==> config.mk <==
export PLATFORM = sky130hd
export DESIGN_NAME = dmc_mode_ctrl
export DESIGN_NICKNAME = d
export VERILOG_FILES = /design/src/rtl/dmc_mode_ctrl.v
export VERILOG_INCLUDE_DIRS = /design/src /design/src/inc
export SDC_FILE = /design/constraint.sdc
export NUM_CORES = 1
export LEC_CHECK = 0
export ABC_AREA = 1
export BUFFER_PORTS_ARGS = -buffer_cell sky130_fd_sc_hd__buf_4
export CAP_MARGIN = 20
export CORE_MARGIN = 5
export CORE_UTILIZATION = 57
export DETAILED_ROUTE_END_ITERATION = 8
export GPL_ROUTABILITY_DRIVEN = 1
export PLACE_DENSITY = 0.89
export SYNTH_ARGS = -nofsm -noshare
export SYNTH_HDL_FRONTEND = slang
export SYNTH_SLANG_ARGS = --single-unit
export TNS_END_PERCENT = 30
==> constraint.sdc <==
create_clock -name sys_clk_i -period 3.6 [get_ports sys_clk_i]
set_clock_uncertainty 0.05 [all_clocks]
set_input_delay 0.54 -clock sys_clk_i [delete_from_list [all_inputs] [get_ports sys_clk_i]]
set_output_delay 0.54 -clock sys_clk_i [all_outputs]
set_load 0.05 [all_outputs]
==> src/inc/dmc_regs.vh <==
// Purpose: Constants for the DAC mode-control register bank
// Assumes: Included by rtl/dmc_mode_ctrl.v only
// Notes: Indices are register numbers; data fields are 8 bits wide
//
// What this block does
// - Bit 15 of a control word set means read, clear means write.
// - Registers 16-21 are read/write; 22 and 23 ignore writes.
// - Bits 14:8 carry the register index, bits 7:0 the data.
// - Left and right attenuation levels reset to all ones.
// - Attenuation is 0.5 dB times code minus 255.
// - Codes 0 to 14 fully mute the channel.
// - Each channel has its own independently programmed attenuator.
// - One load enable bit governs both attenuators.
// - Load enable low holds applied levels; high loads written levels; resets low.
// - Format select codes 000-101 as tabled, reset 101, 110/111 reserved.
// - In filter bypass mode the format field follows the external filter meaning.
// - De-emphasis rate 00 off, 01 48k, 10 44.1k, 11 32k; resets 00.
// - The de-emphasis rate applies only while de-emphasis is enabled.
// - De-emphasis enable resets off and acts on both channels.
// - In one-bit stream mode the rate field selects analog FIR performance.
// - Soft mute resets to 0 and acts on both channels together.
// - Soft mute ramps through a 256-step attenuator at the step rate.
// - Step rate codes 00-11 step once per 1, 2, 4, 8 frame clocks.
`ifndef DMC_REGS_VH
`define DMC_REGS_VH

// Control word layout
`define DMC_WORD_RW_BIT 15
`define DMC_WORD_IDX_MSB 14
`define DMC_WORD_IDX_LSB 8
`define DMC_WORD_DAT_MSB 7
`define DMC_WORD_DAT_LSB 0

// Register indices
`define DMC_IDX_LEFT 7'h10
`define DMC_IDX_RIGHT 7'h11
`define DMC_IDX_FMT 7'h12
`define DMC_IDX_FILT 7'h13
`define DMC_IDX_SYS 7'h14
`define DMC_IDX_ZERO 7'h15
`define DMC_IDX_ZFLAG 7'h16
`define DMC_IDX_ID 7'h17

// Writable and readable masks
`define DMC_MASK_FILT 8'hf7
`define DMC_MASK_SYS_WR 8'h7f
`define DMC_MASK_SYS_RD 8'h3f
`define DMC_MASK_ZERO 8'h07

// Reset values
`define DMC_RST_ATTEN 8'hff
`define DMC_RST_FMT 8'h50
`define DMC_RST_FILT 8'h00
`define DMC_RST_SYS 8'h00
`define DMC_RST_ZERO 8'h01
`define DMC_ID_DEFAULT 5'h00
`define DMC_RST_FMT_SEL 3'h5
`define DMC_RST_ZERO_OUT 3'h1

// Format/de-emphasis/mute register fields
`define DMC_FMT_LOAD 7
`define DMC_FMT_SEL_MSB 6
`define DMC_FMT_SEL_LSB 4
`define DMC_FMT_DMF_MSB 3
`define DMC_FMT_DMF_LSB 2
`define DMC_FMT_DME 1
`define DMC_FMT_MUTE 0
`define DMC_FMT_RESV_MIN 3'h6

// Output filter register fields
`define DMC_FILT_REV 7
`define DMC_FILT_ATS_MSB 6
`define DMC_FILT_ATS_LSB 5
`define DMC_FILT_OPE 4
`define DMC_FILT_DFMS 2
`define DMC_FILT_FLT 1
`define DMC_FILT_INZD 0

// System mode register fields
`define DMC_SYS_SRST 6
`define DMC_SYS_ONEBIT 5
`define DMC_SYS_BYPASS 4
`define DMC_SYS_MONO 3
`define DMC_SYS_CHSL 2
`define DMC_SYS_OS_MSB 1
`define DMC_SYS_OS_LSB 0

// Zero output register fields
`define DMC_ZERO_MSB 2
`define DMC_ZERO_LSB 0

// Attenuator, de-emphasis off and step codes
`define DMC_ATTEN_MUTE_MAX 8'h0e
`define DMC_ATTEN_FLOOR 8'h00
`define DMC_DMF_OFF 2'h0
`define DMC_STEP_ONE 3'h1

`endif

==> src/rtl/dmc_mode_ctrl.v <==
// Purpose: Mode-control register bank and attenuator stepping of a stereo DAC
// Assumes: All inputs synchronous to sys_clk_i; frame clock far slower than sys_clk_i
// Notes: Registers reachable by plain strobe port or by 16-bit control words
//
// The strobed register port takes priority over control words in this implementation.
`timescale 1ns/1ps
`include "dmc_regs.vh"

module dmc_mode_ctrl #(
	parameter [4:0] DEVICE_ID = `DMC_ID_DEFAULT // Arbitrary neutral value
) (
	input wire sys_clk_i,
	input wire rst_n_i,
	input wire [6:0] reg_addr_i,
	input wire [7:0] reg_wdata_i,
	input wire reg_wr_i,
	input wire reg_rd_i,
	output reg [7:0] reg_rdata_o,
	output reg reg_rvalid_o,
	input wire [15:0] ctl_word_i,
	input wire ctl_word_valid_i,
	input wire frame_rate_clock_i,
	input wire left_zero_flag_i,
	input wire right_zero_flag_i,
	output reg [7:0] left_gain_code_o,
	output reg [7:0] right_gain_code_o,
	output reg left_mute_o,
	output reg right_mute_o,
	output reg [2:0] audio_format_select_o,
	output reg format_ext_filter_o,
	output reg format_reserved_o,
	output reg [1:0] deemph_rate_o,
	output reg [1:0] fir_perf_select_o,
	output reg soft_mute_o,
	output reg output_invert_o,
	output reg dac_disable_o,
	output reg stereo_bypass_o,
	output reg slow_rolloff_o,
	output reg zero_mute_enable_o,
	output reg onebit_mode_o,
	output reg filter_bypass_mode_o,
	output reg mono_mode_o,
	output reg mono_right_o,
	output reg [1:0] os_rate_o,
	output reg [2:0] zero_out_ctrl_o,
	output reg sys_reset_pulse_o
);

////////////////////////////////////////////////////////////////////////////////

// Index compare, shared by write and read decode
function is_idx;
	input [6:0] idx;
	input [6:0] want;
	begin
		is_idx = (idx == want);
	end
endfunction

// One step toward the target code
function [7:0] step_toward;
	input [7:0] cur;
	input [7:0] tgt;
	begin
		if (cur < tgt) begin
			step_toward = cur + 8'h01;
		end else if (cur > tgt) begin
			step_toward = cur - 8'h01;
		end else begin
			step_toward = cur;
		end
	end
endfunction

// Code low enough to mean full mute
function is_mute;
	input [7:0] code;
	begin
		is_mute = (code <= `DMC_ATTEN_MUTE_MAX);
	end
endfunction

////////////////////////////////////////////////////////////////////////////////

reg [7:0] left_atten_level_r;
reg [7:0] right_atten_level_r;
reg [7:0] fmt_ctrl_r;
reg [7:0] filt_ctrl_r;
reg [7:0] sys_ctrl_r;
reg [7:0] zero_ctrl_r;
reg [1:0] zero_flag_r;
reg srst_pend_r;
reg [7:0] applied_left_r;
reg [7:0] applied_right_r;
reg [7:0] cur_left_r;
reg [7:0] cur_right_r;
reg frame_prev_r;
reg [2:0] step_cnt_r;

// Merge strobe port and control word; strobe port has priority
wire bus_act = reg_wr_i | reg_rd_i;
wire word_rd = ctl_word_valid_i & ~bus_act & ctl_word_i[`DMC_WORD_RW_BIT];
wire word_wr = ctl_word_valid_i & ~bus_act & ~ctl_word_i[`DMC_WORD_RW_BIT];
wire acc_wr = reg_wr_i | word_wr;
wire acc_rd = reg_rd_i | word_rd;
wire [6:0] acc_idx = bus_act ? reg_addr_i :
	ctl_word_i[`DMC_WORD_IDX_MSB:`DMC_WORD_IDX_LSB];
wire [7:0] acc_dat = bus_act ? reg_wdata_i :
	ctl_word_i[`DMC_WORD_DAT_MSB:`DMC_WORD_DAT_LSB];

// Field views
wire load_en = fmt_ctrl_r[`DMC_FMT_LOAD];
wire soft_mute = fmt_ctrl_r[`DMC_FMT_MUTE];
wire deemph_enable = fmt_ctrl_r[`DMC_FMT_DME];
wire [1:0] deemph_rate_select = fmt_ctrl_r[`DMC_FMT_DMF_MSB:`DMC_FMT_DMF_LSB];
wire [2:0] fmt_sel = fmt_ctrl_r[`DMC_FMT_SEL_MSB:`DMC_FMT_SEL_LSB];

// Filter and system register fields
wire [1:0] atten_step_rate = filt_ctrl_r[`DMC_FILT_ATS_MSB:`DMC_FILT_ATS_LSB];
wire onebit = sys_ctrl_r[`DMC_SYS_ONEBIT];
wire bypass = sys_ctrl_r[`DMC_SYS_BYPASS];

////////////////////////////////////////////////////////////////////////////////

// Register writes; soft reset pulse restores the defaults of registers 16-21, not applied or ramp levels
always @(posedge sys_clk_i or negedge rst_n_i) begin
	if (!rst_n_i) begin
		left_atten_level_r <= `DMC_RST_ATTEN;
		right_atten_level_r <= `DMC_RST_ATTEN;
		fmt_ctrl_r <= `DMC_RST_FMT;
		filt_ctrl_r <= `DMC_RST_FILT;
		sys_ctrl_r <= `DMC_RST_SYS;
		zero_ctrl_r <= `DMC_RST_ZERO;
		srst_pend_r <= 1'b0;
	end else if (srst_pend_r) begin
		// Soft reset: every writable register, 16-21, back to its default
		left_atten_level_r <= `DMC_RST_ATTEN;
		right_atten_level_r <= `DMC_RST_ATTEN;
		fmt_ctrl_r <= `DMC_RST_FMT;
		filt_ctrl_r <= `DMC_RST_FILT;
		sys_ctrl_r <= `DMC_RST_SYS;
		zero_ctrl_r <= `DMC_RST_ZERO;
		srst_pend_r <= 1'b0;
	end else begin
		// Normal access; a soft reset write arms the pulse
		srst_pend_r <= acc_wr & is_idx(acc_idx, `DMC_IDX_SYS) & acc_dat[`DMC_SYS_SRST];
		if (acc_wr) begin
			// Indices 22, 23 and unmapped fall to default: no change
			case (acc_idx)
				`DMC_IDX_LEFT: begin
					left_atten_level_r <= acc_dat;
				end
				`DMC_IDX_RIGHT: begin
					right_atten_level_r <= acc_dat;
				end
				`DMC_IDX_FMT: begin
					fmt_ctrl_r <= acc_dat;
				end
				`DMC_IDX_FILT: begin
					filt_ctrl_r <= acc_dat & `DMC_MASK_FILT;
				end
				`DMC_IDX_SYS: begin
					sys_ctrl_r <= acc_dat & `DMC_MASK_SYS_RD;
				end
				`DMC_IDX_ZERO: begin
					zero_ctrl_r <= acc_dat & `DMC_MASK_ZERO;
				end
				default: begin
					zero_ctrl_r <= zero_ctrl_r;
				end
			endcase
		end
	end
end

////////////////////////////////////////////////////////////////////////////////

// Read port: data only in the cycle after the strobe
always @(posedge sys_clk_i or negedge rst_n_i) begin
	if (!rst_n_i) begin
		reg_rdata_o <= 8'h00;
		reg_rvalid_o <= 1'b0;
	end else begin
		reg_rvalid_o <= acc_rd;
		// Unmapped indices leave the data at zero
		reg_rdata_o <= 8'h00;
		if (acc_rd) begin
			if (is_idx(acc_idx, `DMC_IDX_LEFT)) begin
				reg_rdata_o <= left_atten_level_r;
			end else if (is_idx(acc_idx, `DMC_IDX_RIGHT)) begin
				reg_rdata_o <= right_atten_level_r;
			end else if (is_idx(acc_idx, `DMC_IDX_FMT)) begin
				reg_rdata_o <= fmt_ctrl_r;
			end else if (is_idx(acc_idx, `DMC_IDX_FILT)) begin
				reg_rdata_o <= filt_ctrl_r;
			end else if (is_idx(acc_idx, `DMC_IDX_SYS)) begin
				reg_rdata_o <= sys_ctrl_r & `DMC_MASK_SYS_RD;
			end else if (is_idx(acc_idx, `DMC_IDX_ZERO)) begin
				reg_rdata_o <= zero_ctrl_r;
			end else if (is_idx(acc_idx, `DMC_IDX_ZFLAG)) begin
				reg_rdata_o <= {6'h00, zero_flag_r};
			end else if (is_idx(acc_idx, `DMC_IDX_ID)) begin
				reg_rdata_o <= {3'h0, DEVICE_ID};
			end
		end
	end
end

////////////////////////////////////////////////////////////////////////////////

// Zero flags captured every cycle for the flag register
always @(posedge sys_clk_i or negedge rst_n_i) begin
	if (!rst_n_i) begin
		zero_flag_r <= 2'h0;
	end else begin
		zero_flag_r <= {right_zero_flag_i, left_zero_flag_i};
	end
end

// Step tick: every 1, 2, 4 or 8 frame clock rising edges
wire frame_edge = frame_rate_clock_i & ~frame_prev_r;
wire [2:0] step_last = (`DMC_STEP_ONE << atten_step_rate) - `DMC_STEP_ONE;
wire step_tick = frame_edge & (step_cnt_r >= step_last);

always @(posedge sys_clk_i or negedge rst_n_i) begin
	if (!rst_n_i) begin
		frame_prev_r <= 1'b0;
		step_cnt_r <= 3'h0;
	end else begin
		frame_prev_r <= frame_rate_clock_i;
		// Counter restarts at each tick
		if (step_tick) begin
			step_cnt_r <= 3'h0;
		end else if (frame_edge) begin
			step_cnt_r <= step_cnt_r + 3'h1;
		end
	end
end

// Applied levels follow stored ones only while loading is enabled
always @(posedge sys_clk_i or negedge rst_n_i) begin
	if (!rst_n_i) begin
		applied_left_r <= `DMC_RST_ATTEN;
		applied_right_r <= `DMC_RST_ATTEN;
	end else if (load_en) begin
		applied_left_r <= left_atten_level_r;
		applied_right_r <= right_atten_level_r;
	end
end

// Current codes ramp one step per tick toward level or mute floor
wire [7:0] tgt_left = soft_mute ? `DMC_ATTEN_FLOOR : applied_left_r;
wire [7:0] tgt_right = soft_mute ? `DMC_ATTEN_FLOOR : applied_right_r;

always @(posedge sys_clk_i or negedge rst_n_i) begin
	if (!rst_n_i) begin
		cur_left_r <= `DMC_RST_ATTEN;
		cur_right_r <= `DMC_RST_ATTEN;
	end else if (step_tick) begin
		cur_left_r <= step_toward(cur_left_r, tgt_left);
		cur_right_r <= step_toward(cur_right_r, tgt_right);
	end
end

////////////////////////////////////////////////////////////////////////////////

// Attenuator outputs, one cycle behind the ramp
always @(posedge sys_clk_i or negedge rst_n_i) begin
	if (!rst_n_i) begin
		left_gain_code_o <= `DMC_RST_ATTEN;
		right_gain_code_o <= `DMC_RST_ATTEN;
		left_mute_o <= 1'b0;
		right_mute_o <= 1'b0;
	end else begin
		// Gain code c means 0.5 dB x (c - 255)
		left_gain_code_o <= cur_left_r;
		right_gain_code_o <= cur_right_r;
		left_mute_o <= is_mute(cur_left_r);
		right_mute_o <= is_mute(cur_right_r);
	end
end

// Format, de-emphasis and soft mute outputs
always @(posedge sys_clk_i or negedge rst_n_i) begin
	if (!rst_n_i) begin
		audio_format_select_o <= `DMC_RST_FMT_SEL;
		format_ext_filter_o <= 1'b0;
		format_reserved_o <= 1'b0;
		deemph_rate_o <= `DMC_DMF_OFF;
		fir_perf_select_o <= `DMC_DMF_OFF;
		soft_mute_o <= 1'b0;
	end else begin
		// Reserved codes flagged only outside bypass
		audio_format_select_o <= fmt_sel;
		format_ext_filter_o <= bypass;
		format_reserved_o <= ~bypass & (fmt_sel >= `DMC_FMT_RESV_MIN);
		deemph_rate_o <= (deemph_enable & ~onebit) ? deemph_rate_select :
			`DMC_DMF_OFF;
		fir_perf_select_o <= onebit ? deemph_rate_select : `DMC_DMF_OFF;
		soft_mute_o <= soft_mute;
	end
end

// Output filter control outputs
always @(posedge sys_clk_i or negedge rst_n_i) begin
	if (!rst_n_i) begin
		output_invert_o <= 1'b0;
		dac_disable_o <= 1'b0;
		stereo_bypass_o <= 1'b0;
		slow_rolloff_o <= 1'b0;
		zero_mute_enable_o <= 1'b0;
	end else begin
		output_invert_o <= filt_ctrl_r[`DMC_FILT_REV];
		dac_disable_o <= filt_ctrl_r[`DMC_FILT_OPE];
		stereo_bypass_o <= filt_ctrl_r[`DMC_FILT_DFMS];
		slow_rolloff_o <= filt_ctrl_r[`DMC_FILT_FLT];
		zero_mute_enable_o <= filt_ctrl_r[`DMC_FILT_INZD] & ~onebit;
	end
end

// System mode outputs
always @(posedge sys_clk_i or negedge rst_n_i) begin
	if (!rst_n_i) begin
		onebit_mode_o <= 1'b0;
		filter_bypass_mode_o <= 1'b0;
		mono_mode_o <= 1'b0;
		mono_right_o <= 1'b0;
		os_rate_o <= 2'h0;
	end else begin
		// Right channel choice only matters in mono
		onebit_mode_o <= onebit;
		filter_bypass_mode_o <= bypass;
		mono_mode_o <= sys_ctrl_r[`DMC_SYS_MONO];
		mono_right_o <= sys_ctrl_r[`DMC_SYS_MONO] & sys_ctrl_r[`DMC_SYS_CHSL];
		os_rate_o <= sys_ctrl_r[`DMC_SYS_OS_MSB:`DMC_SYS_OS_LSB];
	end
end

// Zero output control and soft reset pulse
always @(posedge sys_clk_i or negedge rst_n_i) begin
	if (!rst_n_i) begin
		zero_out_ctrl_o <= `DMC_RST_ZERO_OUT;
		sys_reset_pulse_o <= 1'b0;
	end else begin
		zero_out_ctrl_o <= zero_ctrl_r[`DMC_ZERO_MSB:`DMC_ZERO_LSB];
		sys_reset_pulse_o <= srst_pend_r;
	end
end

endmodule

==> results of run 1 <==
stage by stage:
stage	cells	hold slack (ns)	util (%)
5_1_grt	924	0.0519	71.0
4_1_cts	924	0.0523	71.0
3_5_place_dp	892	0.315	65.4
2_1_floorplan	674	0.194	-
6_report	924	0.0291	71.0
3_3_place_gp	892	0.315	65.4
power by group:
group / switching [W] / internal, W
logic: 0.00218 / 0.00129
registers: 0.000380 / 0.00213
clock network: 0.000641 / 0.00109
total: 0.00320 / 0.00452
cells in the mapped netlist, types with 9 or more instances:
cell type / instances
a31oi_1: 9
mux2_2: 14
dfrtp_1: 60
o21ai_0: 29
nand2_4: 9
o21ai_1: 21
ha_1: 32
a21oi_1: 31
nand2_1: 164
nand3_1: 24
dfstp_2: 70
nor2_1: 55
inv_1: 69
how the worst max path moves through the flow:
stage | from | endpoint | slack [ns] | cells past startpoint
after floorplan | fmt_ctrl_r[0]$_DFFE_PN0P_ | cur_right_r[5]$_DFFE_PN1P_ | 0.62 | 16
after global placement | fmt_ctrl_r[0]$_DFFE_PN0P_ | cur_right_r[5]$_DFFE_PN1P_ | 0.58 | 15
after detailed placement | fmt_ctrl_r[0]$_DFFE_PN0P_ | cur_left_r[5]$_DFFE_PN1P_ | 0.35 | 15
after CTS | fmt_ctrl_r[0]$_DFFE_PN0P_ | cur_right_r[7]$_DFFE_PN1P_ | 0.22 | 15
after global routing | fmt_ctrl_r[0]$_DFFE_PN0P_ | cur_left_r[5]$_DFFE_PN1P_ | 0.03 | 15
final | fmt_ctrl_r[0]$_DFFE_PN0P_ | cur_left_r[6]$_DFFE_PN1P_ | 0.27 | 15
logic make-up (layout without fill, tap and decap cells):
kind of cell               count (synthesis)  count (layout)
AOI/OAI and AO/OA                        110             110
xor gates and xnor gates                   9               9
adders and majority gates                 34              34
buffers and inverters                     87             197
DFF                                      130             130
muxes                                     15              15
and+or+nand+nor                          289             289
area by class of cell:
type	count	area (sq um)	area share [%]
inverter	74	284	3.67
timing repair buffer	91	696	9.00
sequential	130	3340	43.2
multi-input combinational	457	2630	34.1
clock inverter	12	158	2.04
clock buffer	20	445	5.76
tap	140	175	2.27
per-layer routing:
layer	GRT usage, %	vias to the layer above	wire length, um	part of all wire, %
li1	-	2392	-	-
met1	30.7	2571	6360	40
met2	43.0	246	8190	51
met3	5.90	53	1070	6.6
met4	11.5	0	475	3.0
met5	0	-	0	0
worst register-to-register path: stages, from the launching register on:
cell and delay, ns:
dfrtp_1 0.47, clkinvlp_4 0.29, nand2_1 0.13, ha_1 0.26, nand2_1 0.10, inv_1 0.05, nor3_1 0.24, nand2_1 0.29
fa_1 0.50, nand3_1 0.10, nand3_1 0.10, a21oi_1 0.16, nor2_1 0.07, nor2_1 0.10, nand2_1 0.09, a31oi_1 0.22
sequential cells by signal, summed over array words and instances, names as in the netlist, 8 cells and up:
| signal | flops |
|---|---|
| left_atten_level_r | 8 |
| right_gain_code_o | 8 |
| left_gain_code_o | 8 |
| right_atten_level_r | 8 |
| cur_left_r | 8 |
| applied_right_r | 8 |
| fmt_ctrl_r | 8 |
| reg_rdata_o | 8 |
| applied_left_r | 8 |
| cur_right_r | 8 |
cells in the final DEF (no fill, tap or decap), types with 21 or more instances in the layout:
cell type,count
nand2_1,163
buf_4,90
dfstp_2,70
inv_1,68
dfrtp_1,60
nor2_1,55
ha_1,32
a21oi_1,31
o21ai_0,29
nand3_1,24
o21ai_1,21
==> results.cfg, run 1 <==
[run_status]
outcome = finished clean

[timing]
post-route-period-util_pct = 92.4
fin_crit_ns = 3.33
maxSlewHeadroom_pct = 40.4
hold_violations = 0
fin_setup_tns_ns = 0
max_freq_ghz = 0.301
worst_pin_slew_ns = 0.894
final_max_slew_viol_count = 0
rsz0062_at_grt = false
setup_ws_ns = 0.275
finalSetupViolCount = 0

[logic_synthesis]
avgSynthCellArea_sq_um = 9.42
synthSimpleGateAreaFrac_pct = 20.4
synth_xor_area_share_pct = 1.24
yosys.area.top_type_share_pct = 29.0
async_flop_share_pct = 100
synth_compound_area_share_pct = 10.2
yosys_most_used_dff = dfstp_2
synth_top_family_by_area = simple AND/OR/NAND/NOR gates
yosys-top-cells-area = dfstp_2 29%, dfrtp_1 24%, nand2_1 9.7%
synthMuxAreaShare_pct = 2.64
ys_seq_elements = 130
synth_top_cell_by_area = dfstp_2
synth_cells = 674
synth_area_sq_um = 6350
synth_edf_count = 0
yosysWarnings = 0
ys_seq_area_share_pct = 52.6
syn_nets = 747
ys_types = 40
synth_fa_ha_area_share_pct = 6.93

[setup_path]
arrival_ns = 3.71
r2r-start = fmt_ctrl_r[0]$_DFFE_PN0P_
ff2ff_setup_slack_ns = 0.27
cp_cell_sequence = clkinvlp_4, nand2_1, ha_1, nand2_1, inv_1, nor3_1, nand2_1, fa_1, nand3_1, nand3_1, a21oi_1, nor2_1, nor2_1, nand2_1, a31oi_1
slowest_stage = fa_1
startpoint_type = register
r2r-end = cur_left_r[6]$_DFFE_PN1P_
cp_top_family = simple AND/OR/NAND/NOR gates
end_kind = register
critPathMaxStageDelay_ns = 0.50
crit_type = reg -> reg
required_ns = 3.98
reg2regPathDepth = 15
cp_max_fo = 14
critPathBufInv = 2
cpMostUsedCell = nand2_1

[cells_and_area]
n_fill_cell = 719
nNetsFinal = 844
final_cell_area_sq_um = 7730
drive_gt1_share_pct = 32.9
syn_to_final_growth_pct = 21.7
diodes = 0

[global_route]
grt_pass1_vias = 5441
grt_pass1_wl_um = 26300
track_usage_pct = 25.3
grt-ovfl-total = 0
grt_max_degree = 71
antenna_found_initial = 0

[clock_network]
post_cts_buffers = 0
cts-resized-gates = 0
cts_tree = done
cts_made_buffers = 17
holdBufCountCts = 0
cts.path.max_buffers = 2
clk_pin_slew_ns = 0.06
htreeDepth = 4
cts_sinks = 130
root_buffer = clkbuf_8
clk_latency_ns = 0.53

[place]
placed_area_sq_um = 7120
port_buffers = 90
pre_cts_slack_ns = 0.348
place.gp.congestion = 0.888
hpwlAfterDp_um = 10900

[die]
fp-row-count = 38
boundaryPins = 91
core_area_sq_um = 10900
start_util_pct = 58.3
die_w_um = 116
dieHeight_um = 116
dieArea_sq_um = 13400

[detailed_routing]
vias = 5262
remaining_drc_errors = 0
wl_per_cell_um = 17.4
drt_first_pass_iters = 6
antenna_left = 0
drt_iter0_markers = 493
drt-total-wl_um = 16100
avgViaCountPerCell = 5.69

[power]
power.leakage_nw = 3.86
power_density_nw_per_um2 = 997
ir_worst_vdd_mv = 0.585
power_w = 0.00771

[worst_hold_path]
hp-class = in -> async

[run]
cap_violations = 0
Power figures use the tool's default switching activity.
==> inputs of run 2 (changes only) <==
--- a/config.mk
+++ b/config.mk
@@ -9,11 +9,12 @@
 export ABC_AREA = 1
 export BUFFER_PORTS_ARGS = -buffer_cell sky130_fd_sc_hd__buf_4
 export CAP_MARGIN = 20
-export CORE_MARGIN = 5
+export CORE_MARGIN = 3
 export CORE_UTILIZATION = 57
 export DETAILED_ROUTE_END_ITERATION = 8
 export GPL_ROUTABILITY_DRIVEN = 1
 export PLACE_DENSITY = 0.89
+export SLEW_MARGIN = 20
 export SYNTH_ARGS = -nofsm -noshare
 export SYNTH_HDL_FRONTEND = slang
 export SYNTH_SLANG_ARGS = --single-unit
==> constraint.sdc (replaced) <==
create_clock -name sys_clk_i -period 3.1 [get_ports sys_clk_i]
set_clock_uncertainty 0.05 [all_clocks]
set_input_delay 0.465 -clock sys_clk_i [delete_from_list [all_inputs] [get_ports sys_clk_i]]
set_output_delay 0.465 -clock sys_clk_i [all_outputs]
set_load 0.05 [all_outputs]
==> run 2 against run 1 <==
Effect of this change: total power increased by 21%; die area shrank 6.8%; largest power group unchanged; global-route usage up 1.3 points.
==> results.cfg, run 2 (synthesis gave the netlist of run 1 again) <==
[power]
ir_worst_vdd_mv = 0.812
power.leakage_nw = 3.94
internal_power_w = 0.00555
p_seq_share_pct = 31.4
switching_share_pct = 40.3
power_w = 0.00930
power_density_nw_per_um2 = 1180
pwr-share-clk_pct = 22.9
p_sw_w = 0.00375
pwr-share-comb_pct = 45.8

[clock_network]
clk_latency_ns = 0.53
cts_tree = done
htreeDepth = 4
cts_made_buffers = 17
root_buffer = clkbuf_8
clk_pin_slew_ns = 0.06
cts_sinks = 130
cts.path.max_buffers = 2

[global_route]
grt-ovfl-total = 0
antenna_found_initial = 0
grt_pass1_vias = 5354
grt_max_degree = 80
grt_pass1_wl_um = 26300
track_usage_pct = 26.6

[worst_hold_path]
hp-class = in -> reg

[cells_and_area]
drive_gt1_share_pct = 34.3
layout_common_cells = 163 x nand2_1, 98 x buf_4, 70 x dfstp_2
final_cell_area_sq_um = 7910
fin_util_pct = 74.6
final_common_cell = nand2_1
diodes = 0
nNetsFinal = 857
n_fill_cell = 665
final_cells = 933
syn_to_final_growth_pct = 24.5

[timing]
fin_crit_ns = 2.98
maxSlewHeadroom_pct = 49.1
max_freq_ghz = 0.335
whs_ns = 0.203
final_max_slew_viol_count = 0
hold_violations = 0
post-route-period-util_pct = 96.2
worst_pin_slew_ns = 0.763
finalSetupViolCount = 0
rsz0062_at_grt = true

[setup_path]
critPathBufInv = 3
crit_type = reg -> reg
arrival_ns = 3.37
slowest_stage = dfrtp_1
ff2ff_setup_slack_ns = 0.12
cp_max_fo = 8
cp_top_family = compound AO/OA/AOI/OAI gates
cp_cell_sequence = inv_2, buf_4, nand2_1, ha_1, a21oi_1, nor2_1, nor3_4, nand2_4, ha_1, a21oi_1, o21ai_0, a31oi_1, inv_1, nand2_1, nand2_1, nand2_1, o21ai_0
required_ns = 3.49
cpMostUsedCell = nand2_1
end_kind = register
critPathMaxStageDelay_ns = 0.38
startpoint_type = register

[die]
core_area_sq_um = 10600
start_util_pct = 59.9
fp-row-count = 37
die_w_um = 112
dieHeight_um = 112
boundaryPins = 91
dieArea_sq_um = 12400

[detailed_routing]
wl_per_cell_um = 17.1
remaining_drc_errors = 0
drt_first_pass_iters = 5
antenna_left = 0
drt-total-wl_um = 15900
avgViaCountPerCell = 5.67
drt_iter0_markers = 511
vias = 5289

[place]
placed_area_sq_um = 7160
place_inst = 893
place.gp.congestion = 0.894
hpwlAfterDp_um = 10500
port_buffers = 90

[run_status]
outcome = finished clean

[run]
cap_violations = 0
## run 2: cell types whose count changed in the layout (fill, tap and decap cells not counted), sizes merged, moves of 2 or more
cell	before	now
buf	91	99
clkbuf	20	23
dlygate4sd3	0	4
clkinv	5	3
clkinvlp	4	2
## run 2: per-layer routing
metal	global-route usage, %	vias to the layer above	wire length (um)
met1	32.3	2554	6200
met3	8.04	49	1250
met5	0	-	0
met4	10.2	0	454
met2	44.6	273	8030
li1	-	2413	-
## run 2: what timing repair did
item	in CTS	in global routing
hold endpoints to repair	9	0
resized for setup	2	10
gates cloned	0	1
setup endpoints to repair	2	6
setup buffers	1	2
hold buffers	4	0
pin swaps	1	2
## run 2: final timing paths
path	startpoint	to	cells after the start
min	reg_rd_i	reg_rdata_o[7]$_DFF_PN0_	3
max in group asynchronous	rst_n_i	left_gain_code_o[1]$_DFF_PN1_	3
max reg2reg	fmt_ctrl_r[0]$_DFFE_PN0P_	cur_left_r[7]$_DFFE_PN1P_	17
max	fmt_ctrl_r[0]$_DFFE_PN0P_	cur_left_r[7]$_DFFE_PN1P_	17
min in group asynchronous	rst_n_i	zero_flag_r[0]$_DFF_PN0_	2
min reg2reg	fmt_ctrl_r[4]$_DFFE_PN1P_	audio_format_select_o[0]$_DFF_PN1_	0
## run 2: final cells by class
type,count,area (sq um),area share (%)
repair buffers,103,796,10.1
clock inverters,9,150,1.90
flip-flops and latches,130,3340,42.3
clock buffers,23,487,6.16
well taps,136,170,2.15
inverters,74,280,3.54
multi-input cells,458,2680,33.9
## run 2: power groups by stage
| stage | logic (W) | clock network (W) | registers (W) |
|---|---|---|---|
| finish | 0.00426 | 0.00213 | 0.00292 |
| global route | 0.00470 | 0.00222 | 0.00298 |
| CTS | 0.00398 | 0.00214 | 0.00290 |
| detailed placement | 0.00382 | 0 | 0.00291 |
| global placement | 0.00358 | 0 | 0.00288 |
| floorplan | 0.00240 | 0 | 0.00333 |
## run 2: stage by stage
step / worst slack (ns) / setup TNS (ns)
2_1_floorplan: 0.125 / 0
3_3_place_gp: 0.252 / 0
3_5_place_dp: 0.0508 / 0
4_1_cts: 0.0567 / 0
5_1_grt: -0.0434 / -0.0504
6_report: 0.117 / 0
## run 2: worst register-to-register path, cell delays in order (launching register included)
cell	delay (ns)
dfrtp_1	0.38
inv_2	0.09
buf_4	0.15
nand2_1	0.07
ha_1	0.29
a21oi_1	0.15
nor2_1	0.09
nor3_4	0.18
nand2_4	0.13
ha_1	0.37
a21oi_1	0.19
o21ai_0	0.14
a31oi_1	0.25
inv_1	0.09
nand2_1	0.07
nand2_1	0.04
nand2_1	0.05
o21ai_0	0.10
